## config.mk

```make
export PLATFORM = sky130hd
export DESIGN_NAME = fla_arbiter
export DESIGN_NICKNAME = d
export VERILOG_FILES = /design/src/logic/fla_pkg.sv /design/src/logic/fla_arbiter.sv
export SDC_FILE = /design/constraint.sdc
export NUM_CORES = 1
export LEC_CHECK = 0
export ABC_AREA = 1
export ABC_CLOCK_PERIOD_IN_PS = 7650
export BUFFER_PORTS_ARGS = -buffer_cell sky130_fd_sc_hd__clkbuf_2
export CAP_MARGIN = 15
export CORE_MARGIN = 1
export CORE_UTILIZATION = 29
export CTS_CLUSTER_SIZE = 30
export DETAILED_ROUTE_END_ITERATION = 8
export PLACE_DENSITY = 0.59
export SETUP_SLACK_MARGIN = 0.1
export SKIP_LAST_GASP = 1
export SLEW_MARGIN = 25
export SYNTH_ARGS = -nofsm -noshare
export SYNTH_HDL_FRONTEND = slang
export SYNTH_SLANG_ARGS = --single-unit
```

## constraint.sdc

```tcl
create_clock -name pclk -period 7.65 [get_ports pclk]
set_input_delay 0.3825 -clock pclk [delete_from_list [all_inputs] [get_ports pclk]]
set_output_delay 0.3825 -clock pclk [all_outputs]
set_load 0.01 [all_outputs]
```

## src/logic/fla_pkg.sv

```systemverilog
/*
 * package of the four level interrupt arbiter: register map, field layout,
 * vector table, timing figures.
 * assumes a 20 MHz apb clock and 32-bit data words.
 */
package fla_pkg;
	localparam int NUM_SRC = 8;
	localparam int CLK_NS = 50;
	// register byte offsets; the enable register keeps its printed offset
	localparam logic [7:0] OFF_ENABLE0    = 8'hA8;
	localparam logic [7:0] OFF_PRIO_LOW   = 8'hB8;
	localparam logic [7:0] OFF_PRIO_HIGH  = 8'hB4;
	localparam logic [7:0] OFF_FLAGS      = 8'h88;
	localparam logic [7:0] OFF_EDGE_SEL   = 8'h8C;
	localparam logic [7:0] OFF_STATUS     = 8'hC0;
	localparam logic [7:0] OFF_IRQ_CLEAR  = 8'hC4;
	localparam logic [7:0] OFF_IRQ_ENABLE = 8'hC8;
	localparam logic [7:0] OFF_ACTIVE     = 8'hCC;
	localparam logic [7:0] RST_BYTE       = 8'h00;
	// bit positions inside the enable register and the flag register
	localparam int BIT_GLOBAL_EN = 7;
	localparam int SRC_EXT0 = 0;
	localparam int SRC_TMR0 = 1;
	localparam int SRC_EXT1 = 2;
	localparam int SRC_TMR1 = 3;
	// status bits of the event register
	localparam int EV_VECTOR = 0;
	localparam int EV_RETURN = 1;
	localparam int EV_WIDTH  = 2;
	// hardware call length and response window
	localparam int CALL_NS = 200;
	localparam logic [2:0] CALL_CYC = 3'(CALL_NS / CLK_NS);
	localparam int RESP_MIN = 5;
	localparam int RESP_MAX = 14;
	// vector addresses in source (polling) order
	localparam logic [15:0] VEC_BASE = 16'h0003;
	localparam logic [15:0] VEC_STEP = 16'h0008;
	typedef enum logic [1:0] {
		FLA_IDLE = 2'b00,
		FLA_CALL = 2'b01,
		FLA_DONE = 2'b11
	} fla_state_e;
endpackage

```

## src/logic/fla_arbiter.sv

```systemverilog
/*
 * four level interrupt arbiter: enables, priorities, request flags,
 * arbitration at instruction boundaries and hardware call insertion.
 * assumes the core marks the last cycle of each instruction, flags the
 * return and enable/priority writes, and runs a call when asked.
 */
// Implementation choice: register access over APB.
`timescale 1ns/1ps
// Functional notes
// - two bits per source give level zero lowest up to three highest.
// - running routine is preempted only by a strictly higher level request.
// - at a boundary the highest pending level wins.
// - same-level ties go to the lowest vector address.
// - sample requests at instruction end using last cycle's registered flags.
// - enabled unblocked request makes a long call the next instruction.
// - return or enable/priority write suppresses vectoring for one instruction.
// - blocked requests are not remembered; each sample is fresh.
// - hardware call takes four cycles, five or more to handler.
// - mid-instruction wait at most four cycles, nine after return.
// - single-source latency is above five and below fourteen cycles.
// - each external input is level or edge by its select bit.
// - external flag cleared on vectoring only in edge mode.
// - timer overflow flags cleared on vectoring; peripheral flags follow their request lines.
// - global enable masks all; otherwise per-source enable applies.
// - software flag writes act like hardware updates.
// - each source owns a distinct vector near program start.
module fla_arbiter #(
	parameter int N = fla_pkg::NUM_SRC
) (
	// apb slave
	input  wire logic        pclk,
	input  wire logic        presetn,
	input  wire logic        psel,
	input  wire logic        penable,
	input  wire logic        pwrite,
	input  wire logic [7:0]  paddr,
	input  wire logic [31:0] pwdata,
	output logic      [31:0] prdata,
	output logic             pready,
	output logic             pslverr,
	// request sources
	input  wire logic        ext_irq0_pin,
	input  wire logic        ext_irq1_pin,
	input  wire logic        timer0_rollover,
	input  wire logic        timer1_rollover,
	input  wire logic [N-1:0] periph_req,
	// core sequencer
	input  wire logic        instr_last_cycle,
	input  wire logic        instr_is_return_from_irq_instr,
	input  wire logic        instr_writes_irq_cfg,
	output logic             long_call_req,
	output logic      [15:0] long_call_vector,
	output logic             call_busy,
	// interrupt line
	output logic             irq
);
	import fla_pkg::*;

	logic [7:0]     irq_enable_reg0_q;
	logic [7:0]     prio_low_q;
	logic [7:0]     prio_high_q;
	logic [N-1:0]   flag_q;
	logic [1:0]     edge_sel_q;
	logic [1:0]     pin_q;
	logic [3:0]     active_lvl_q;
	logic [EV_WIDTH-1:0] ev_stat_q;
	logic [EV_WIDTH-1:0] ev_en_q;
	fla_state_e     state_q;
	logic [2:0]     call_cnt_q;
	logic [15:0]    vec_q;
	logic [$clog2(N)-1:0] win_idx_q;
	logic [3:0]     wait_cnt_q;

	logic           wr_en;
	logic           rd_en;
	logic [N-1:0]   req;
	logic [N-1:0]   sw_wr_mask;
	logic [1:0]     lvl [N];
	logic [1:0]     best_lvl;
	logic [$clog2(N)-1:0] best_idx;
	logic           found;
	logic           cur_hi_valid;
	logic [1:0]     cur_hi;
	logic           take;

	assign wr_en   = psel & penable & pwrite;
	assign rd_en   = psel & ~pwrite;
	assign pready  = 1'b1;
	assign pslverr = 1'b0;

	// per-source level and gated request
	genvar g;
	generate
		for (g = 0; g < N; g++) begin : g_src
			assign lvl[g] = {prio_high_q[g], prio_low_q[g]};
			assign req[g] = flag_q[g] & irq_enable_reg0_q[BIT_GLOBAL_EN]
				& irq_enable_reg0_q[g];
		end
	endgenerate

	// highest level first, lowest index (vector) within the level
	always_comb begin
		best_lvl = 2'b00;
		best_idx = '0;
		found    = 1'b0;
		for (int i = N - 1; i >= 0; i--) begin
			if (req[i] && (!found || lvl[i] >= best_lvl)) begin
				best_lvl = lvl[i];
				best_idx = ($clog2(N))'(i);
				found    = 1'b1;
			end
		end
	end

	always_comb begin
		cur_hi_valid = |active_lvl_q;
		cur_hi       = 2'b00;
		for (int l = 0; l < 4; l++) begin
			if (active_lvl_q[l])
				cur_hi = 2'(l);
		end
	end

	// flags are the registered view, so sampling sees last cycle's value
	assign take = (state_q == FLA_IDLE) & instr_last_cycle & found
		& ~instr_is_return_from_irq_instr & ~instr_writes_irq_cfg
		& (~cur_hi_valid | (best_lvl > cur_hi));

	// apb register writes
	always_ff @(posedge pclk or negedge presetn) begin
		if (!presetn) begin
			irq_enable_reg0_q <= RST_BYTE;
			prio_low_q        <= RST_BYTE;
			prio_high_q       <= RST_BYTE;
			edge_sel_q        <= 2'b00;
			ev_en_q           <= '0;
		end else if (wr_en) begin
			case (paddr)
			OFF_ENABLE0:    irq_enable_reg0_q <= pwdata[7:0];
			OFF_PRIO_LOW:   prio_low_q        <= pwdata[7:0];
			OFF_PRIO_HIGH:  prio_high_q       <= pwdata[7:0];
			OFF_EDGE_SEL:   edge_sel_q        <= pwdata[1:0];
			OFF_IRQ_ENABLE: ev_en_q           <= pwdata[EV_WIDTH-1:0];
			default: ;
			endcase
		end
	end

	assign sw_wr_mask = (wr_en && paddr == OFF_FLAGS) ? '1 : '0;

	always_ff @(posedge pclk or negedge presetn) begin
		if (!presetn)
			pin_q <= 2'b11;
		else
			pin_q <= {ext_irq1_pin, ext_irq0_pin};
	end

	// request flags: hardware set beats vector clear; software write beats both
	always_ff @(posedge pclk or negedge presetn) begin
		if (!presetn) begin
			flag_q <= '0;
		end else begin
			for (int i = 0; i < N; i++) begin
				if (sw_wr_mask[i])
					flag_q[i] <= pwdata[i];
				else if (i == SRC_EXT0 || i == SRC_EXT1) begin
					automatic int e = (i == SRC_EXT0) ? 0 : 1;
					automatic logic pin = (e == 0) ? ext_irq0_pin
						: ext_irq1_pin;
					if (!edge_sel_q[e])
						flag_q[i] <= ~pin;
					else if (pin_q[e] & ~pin)
						flag_q[i] <= 1'b1;
					else if (take && best_idx == i)
						flag_q[i] <= 1'b0;
				end else if (i == SRC_TMR0 || i == SRC_TMR1) begin
					if ((i == SRC_TMR0) ? timer0_rollover : timer1_rollover)
						flag_q[i] <= 1'b1;
					else if (take && best_idx == i)
						flag_q[i] <= 1'b0;
				end else begin
					flag_q[i] <= periph_req[i];
				end
			end
		end
	end

	// call sequencer: request, four-cycle call, then handler starts
	always_ff @(posedge pclk or negedge presetn) begin
		if (!presetn) begin
			state_q    <= FLA_IDLE;
			call_cnt_q <= 3'd0;
			vec_q      <= 16'h0000;
			win_idx_q  <= '0;
		end else begin
			case (state_q)
			FLA_IDLE: begin
				if (take) begin
					state_q    <= FLA_CALL;
					call_cnt_q <= CALL_CYC - 3'd1;
					win_idx_q  <= best_idx;
					vec_q      <= VEC_BASE
						+ 16'(best_idx) * VEC_STEP;
				end
			end
			FLA_CALL: begin
				if (call_cnt_q == 3'd1)
					state_q <= FLA_DONE;
				call_cnt_q <= call_cnt_q - 3'd1;
			end
			FLA_DONE: state_q <= FLA_IDLE;
			default:  state_q <= FLA_IDLE;
			endcase
		end
	end

	assign long_call_req    = state_q == FLA_CALL
		&& call_cnt_q == CALL_CYC - 3'd1;
	assign long_call_vector = vec_q;
	assign call_busy        = state_q != FLA_IDLE;

	// active levels: set on acceptance, highest cleared on return
	always_ff @(posedge pclk or negedge presetn) begin
		if (!presetn) begin
			active_lvl_q <= 4'h0;
		end else if (take) begin
			active_lvl_q[best_lvl] <= 1'b1;
		end else if (instr_is_return_from_irq_instr && instr_last_cycle && cur_hi_valid) begin
			active_lvl_q[cur_hi] <= 1'b0;
		end
	end

	// event status: set wins over clear
	always_ff @(posedge pclk or negedge presetn) begin
		if (!presetn) begin
			ev_stat_q <= '0;
		end else begin
			for (int b = 0; b < EV_WIDTH; b++) begin
				if ((b == EV_VECTOR && take) || (b == EV_RETURN
					&& instr_is_return_from_irq_instr && instr_last_cycle))
					ev_stat_q[b] <= 1'b1;
				else if (wr_en && paddr == OFF_IRQ_CLEAR && pwdata[b])
					ev_stat_q[b] <= 1'b0;
			end
		end
	end

	assign irq = |(ev_stat_q & ev_en_q);

	// cycles an open request has waited while idle; a return adds at most
	// one more instruction, so the wait stays within the response window
	always_ff @(posedge pclk or negedge presetn) begin
		if (!presetn)
			wait_cnt_q <= 4'h0;
		else if (state_q != FLA_IDLE || !found || take
			|| (cur_hi_valid && best_lvl <= cur_hi))
			wait_cnt_q <= 4'h0;
		else if (wait_cnt_q != 4'hF)
			wait_cnt_q <= wait_cnt_q + 4'h1;
	end

	always_ff @(posedge pclk or negedge presetn) begin
		if (!presetn) begin
			prdata <= 32'h0000_0000;
		end else if (rd_en && !penable) begin
			case (paddr)
			OFF_ENABLE0:    prdata <= {24'h0, irq_enable_reg0_q};
			OFF_PRIO_LOW:   prdata <= {24'h0, prio_low_q};
			OFF_PRIO_HIGH:  prdata <= {24'h0, prio_high_q};
			OFF_FLAGS:      prdata <= 32'(flag_q);
			OFF_EDGE_SEL:   prdata <= {30'h0, edge_sel_q};
			OFF_STATUS:     prdata <= 32'(ev_stat_q);
			OFF_IRQ_ENABLE: prdata <= 32'(ev_en_q);
			OFF_ACTIVE:     prdata <= {28'h0, active_lvl_q};
			default:        prdata <= 32'h0000_0000;
			endcase
		end
	end

	a_preempt_strict: assert property (@(posedge pclk) disable iff (!presetn)
		take && cur_hi_valid |-> best_lvl > cur_hi)
		else $error("preempted by level not above active one");
	a_block_return_from_irq_instr: assert property (@(posedge pclk) disable iff (!presetn)
		instr_is_return_from_irq_instr || instr_writes_irq_cfg |-> !take)
		else $error("vectored during blocking instruction");
	a_call_length: assert property (@(posedge pclk) disable iff (!presetn)
		$rose(long_call_req) |-> call_busy [*4] ##1 !call_busy)
		else $error("call length is not four cycles");
	a_global_mask: assert property (@(posedge pclk) disable iff (!presetn)
		!irq_enable_reg0_q[BIT_GLOBAL_EN] |-> !take)
		else $error("vectored while globally masked");
	a_call_follows: assert property (@(posedge pclk) disable iff (!presetn)
		take |=> long_call_req && vec_q == VEC_BASE
			+ 16'($past(best_idx)) * VEC_STEP)
		else $error("call did not follow acceptance");
	a_tmr_clear: assert property (@(posedge pclk) disable iff (!presetn)
		take && best_idx == SRC_TMR0 && !timer0_rollover
		&& !sw_wr_mask[SRC_TMR0] |=> !flag_q[SRC_TMR0])
		else $error("timer flag not cleared on vectoring");
	a_highest_wins: assert property (@(posedge pclk) disable iff (!presetn)
		take |-> !(req[0] && lvl[0] > best_lvl))
		else $error("lower level chosen");
	a_level_track: assert property (@(posedge pclk) disable iff (!presetn)
		take |=> active_lvl_q[$past(best_lvl)])
		else $error("accepted level not marked active");
	a_tie_order: assert property (@(posedge pclk) disable iff (!presetn)
		take && best_idx != 0 |-> !(req[0] && lvl[0] == best_lvl))
		else $error("tie not resolved by vector order");

	// flag paths of the external and timer sources, then level release, vector grid and wait bound
	a_level_follow: assert property (@(posedge pclk) disable iff (!presetn)
		!edge_sel_q[0] && !sw_wr_mask[SRC_EXT0]
		|=> flag_q[SRC_EXT0] == !$past(ext_irq0_pin))
		else $error("level flag does not follow its pin");
	a_ext_set: assert property (@(posedge pclk) disable iff (!presetn)
		edge_sel_q[0] && pin_q[0] && !ext_irq0_pin
		&& !sw_wr_mask[SRC_EXT0] |=> flag_q[SRC_EXT0])
		else $error("falling edge did not set flag");
	a_edge_clear: assert property (@(posedge pclk) disable iff (!presetn)
		edge_sel_q[0] && take && best_idx == SRC_EXT0
		&& !(pin_q[0] && !ext_irq0_pin) && !sw_wr_mask[SRC_EXT0]
		|=> !flag_q[SRC_EXT0])
		else $error("edge flag not cleared on vectoring");
	a_tmr1_clear: assert property (@(posedge pclk) disable iff (!presetn)
		take && best_idx == SRC_TMR1 && !timer1_rollover
		&& !sw_wr_mask[SRC_TMR1] |=> !flag_q[SRC_TMR1])
		else $error("timer one flag not cleared on vectoring");
	a_sw_write: assert property (@(posedge pclk) disable iff (!presetn)
		sw_wr_mask[SRC_TMR1]
		|=> flag_q[SRC_TMR1] == $past(pwdata[SRC_TMR1]))
		else $error("software flag write lost");
	a_ret_release: assert property (@(posedge pclk) disable iff (!presetn)
		instr_is_return_from_irq_instr && instr_last_cycle && cur_hi_valid
		|=> !active_lvl_q[$past(cur_hi)])
		else $error("return did not release highest level");
	a_vector_map: assert property (@(posedge pclk) disable iff (!presetn)
		long_call_req |-> long_call_vector[2:0] == VEC_BASE[2:0])
		else $error("vector off the vector grid");
	a_resp_window: assert property (@(posedge pclk) disable iff (!presetn)
		wait_cnt_q <= 4'(RESP_MAX - RESP_MIN))
		else $error("request waited beyond the response window");
endmodule

```

==> metrics <==
outcome completed; Synth Area in Adders 0.0578; worst setup path endpoint flag_q[3]; Synth Area per Inst roughly 7.5 sq um; Max Freq 135 MHz; max_slew headroom 0.486; worst reg-to-reg path cell count 65; Setup crit end kind flop; DRC marker count from the first detailed-route iteration 190; critical path depth 65; CP most frequent cell nand2_2; clock sinks 61; I/O pins 113; M3 GR Usage 0.0390; Lkg Pwr approximately 0.0028 uW; FF+latch count, synth 61; # DRC 0; critical path fanouts, max 5; worst hold path class in -> reg; Pre-antenna DRT Iters 5; synth top area cells dfrtp_1 (36%), nand2_1 (12%), o21ai_0 (7.8%); crit path launch flag_q[7]; largest net degree at the start of global routing 62; final setup violation count 0; Vert. Die Dim between 100 and 150 microns; Vias 3826; cell taking the most area after synthesis dfrtp_1; root buffer cell clkbuf_16; Rows 43; CP max-delay cell dfrtp_1; Synth Area in XOR/XNOR 0; post-route cell area approximately 5500 sq um; Slew Viols, Final 0; fin nets 738; RR Startpoint flag_q[7]; CTS buffer count 9; Worst Clk Skew 0.00368 ns; MaxCap Viol Count 0; Synth Area in Compound Gates 0.135; total track usage 0.156; initial antenna violation count 0; RSZ-0062 raised after global routing true; CTS tree done; Die Footprint between 10000 and 15000 sq um; placer congestion estimate between 0.8 and 0.9; core area around 14000 sq um; Yosys cell types slightly above 40; DPL Wire Length roughly 8.1 mm; minimum clock period 7.40 ns; sequential area share after synthesis 0.371; Hold Slack about 0.14 ns; FILL cells about 1.4k; first-pass GRT wire length approximately 18 mm; worst skew pair latency about 0.34 ns; Worst R2R End flag_q[3]; Top delay family on crit path simple AND/OR/NAND/NOR gates; vias in the first global route roughly 3.5k; DP Area approximately 4700 sq um; Syn Std Cell Area roughly 4100 sq um; worst endpoint required time ~7.9 ns; Tcrit/Tclk final 0.968; layout cells sized above 1 0.322; htree depth 3; post-route ant nets 0; crit-path max cell delay just over 0.4 ns; Final Hold Fails 0; power per cell area ~150 nW/um^2; critical path startpoint category flop; Post-Synth Simple-Gate Area 0.278; mux contribution to synthesized area 0; GR Util met1 0.209; CTS max path bufs 2; Synth Warn # 0; largest family of logic cells by synthesized area simple AND/OR/NAND/NOR gates; worst slew pin tran around 0.77 ns; antenna cells 0; total grt overflow 0; Port Buf Inserts 47; Cells after Synth 548; most frequent cells in the layout nand2_1 (106), inv_1 (73), dfrtp_1 (59); Initial Util 0.297; Die Wd ~120 microns; R2R setup slack 0.25 ns; layer with the highest usage met2; M2 GR Usage 0.245; vias per cell between 4 and 5; clock transition at the registers of the reported paths approximately 0.050 ns; P&R area growth vs syn 33.3%; peak supply drop 98.3 uV; top cell type's share of synthesized area 0.359; most common cell after layout, fill and taps aside nand2_1; Worst Path Buf+Inv 9; Crit Path Class reg -> reg; CP Data Arrival Time ~7.6 ns; total routed wirelength 11.0 mm; Post-CTS Hold Buffers 0; routed len/inst between 10 and 15 microns; total power draw between 800 and 900 uW
==> Yosys cell counts (all sizes together) <==
master	n
nor3	7
o31ai	1
or2	2
nand3b	3
o21ai	67
and3	1
o22ai	7
dfrtp	59
nand3	57
a221oi	7
buf	40
a21o	2
clkbuf	6
nor4	3
dfstp	2
inv	84
nor2	26
conb	2
nand4	2
a211oi	2
nand2	139
a22o	1
ha	19
a21oi	9
==> cells by family after synthesis <==
logic type,Yosys count
DFF,61
adders and majority gates,19
and+or+nand+nor,240
AOI/OAI and AO/OA,96
other,2
buffers and inverters,130
==> sequential cells by signal, summed over array words and instances, names as in the netlist <==
name               flops
prio_high_q            8
prdata                 8
ev_en_q                2
ev_stat_q              2
flag_q                 8
pin_q                  2
long_call_vector       4
active_lvl_q           4
irq_enable_reg0_q      8
state_q                2
prio_low_q             8
call_cnt_q             3
edge_sel_q             2
==> per-stage QoR <==
| stage | util | worst slack (ns) | instances | TNS (ns) |
|---|---|---|---|---|
| finish | 0.395 | 0.248 | 844 | 0 |
| global route | 0.395 | -0.260 | 844 | -2.27 |
| CTS | 0.368 | 0.108 | 829 | 0 |
| detailed placement | 0.338 | -0.208 | 804 | -1.33 |
| global placement | 0.338 | -0.172 | 804 | -0.805 |
| floorplan | - | 0.112 | 583 | 0 |
==> power by group <==
group          switching, uW  internal, uW
clock                    144           258
sequential              8.37           336
combinational           46.6          22.4
==> area by class of cell <==
| class | instances | area, sq um | area share |
|---|---|---|---|
| flip-flops and latches | 61 | 1530 | 0.279 |
| repair buffers | 111 | 738 | 0.135 |
| inverters | 84 | 325 | 0.0593 |
| clock inverters | 5 | 50.0 | 0.00912 |
| well taps | 180 | 225 | 0.0410 |
| multi-input cells | 392 | 2380 | 0.433 |
| clock buffers | 11 | 243 | 0.0442 |
==> layer usage <==
layer | vias up | wire length, microns
li1 | 1932 | -
met1 | 1755 | 5250
met2 | 128 | 4900
met3 | 11 | 688
met4 | 0 | 192
met5 | - | 0
==> worst register-to-register path: cells and delay by family (launching register included) <==
family | cells | cell delay [ns]
buffers and inverters | 9 | 0.59
AO/OA/AOI/OAI | 9 | 1.06
AND/OR/NAND/NOR | 39 | 3.23
flip-flops | 1 | 0.41
adder cells (fa/ha/maj) | 8 | 2.02
==> worst min-delay path by stage <==
stage	from	to	slack, ns	cells past startpoint
floorplan	presetn	active_lvl_q[0]	0.09	0
global placement	prdata[4]	prdata[4]	0.47	2
detailed placement	prdata[2]	prdata[2]	0.48	2
CTS	ext_irq0_pin	pin_q[0]	0.13	1
global route	ext_irq0_pin	pin_q[0]	0.13	1
finish	ext_irq0_pin	pin_q[0]	0.14	1
==> repair_timing <==
action	in CTS	in global routing
endpoints found under the hold margin	0	0
pin swaps	14	43
setup buffers	9	15
resized for setup	20	58
setup endpoints to repair	17	17
(Power assumes the default switching activity.)
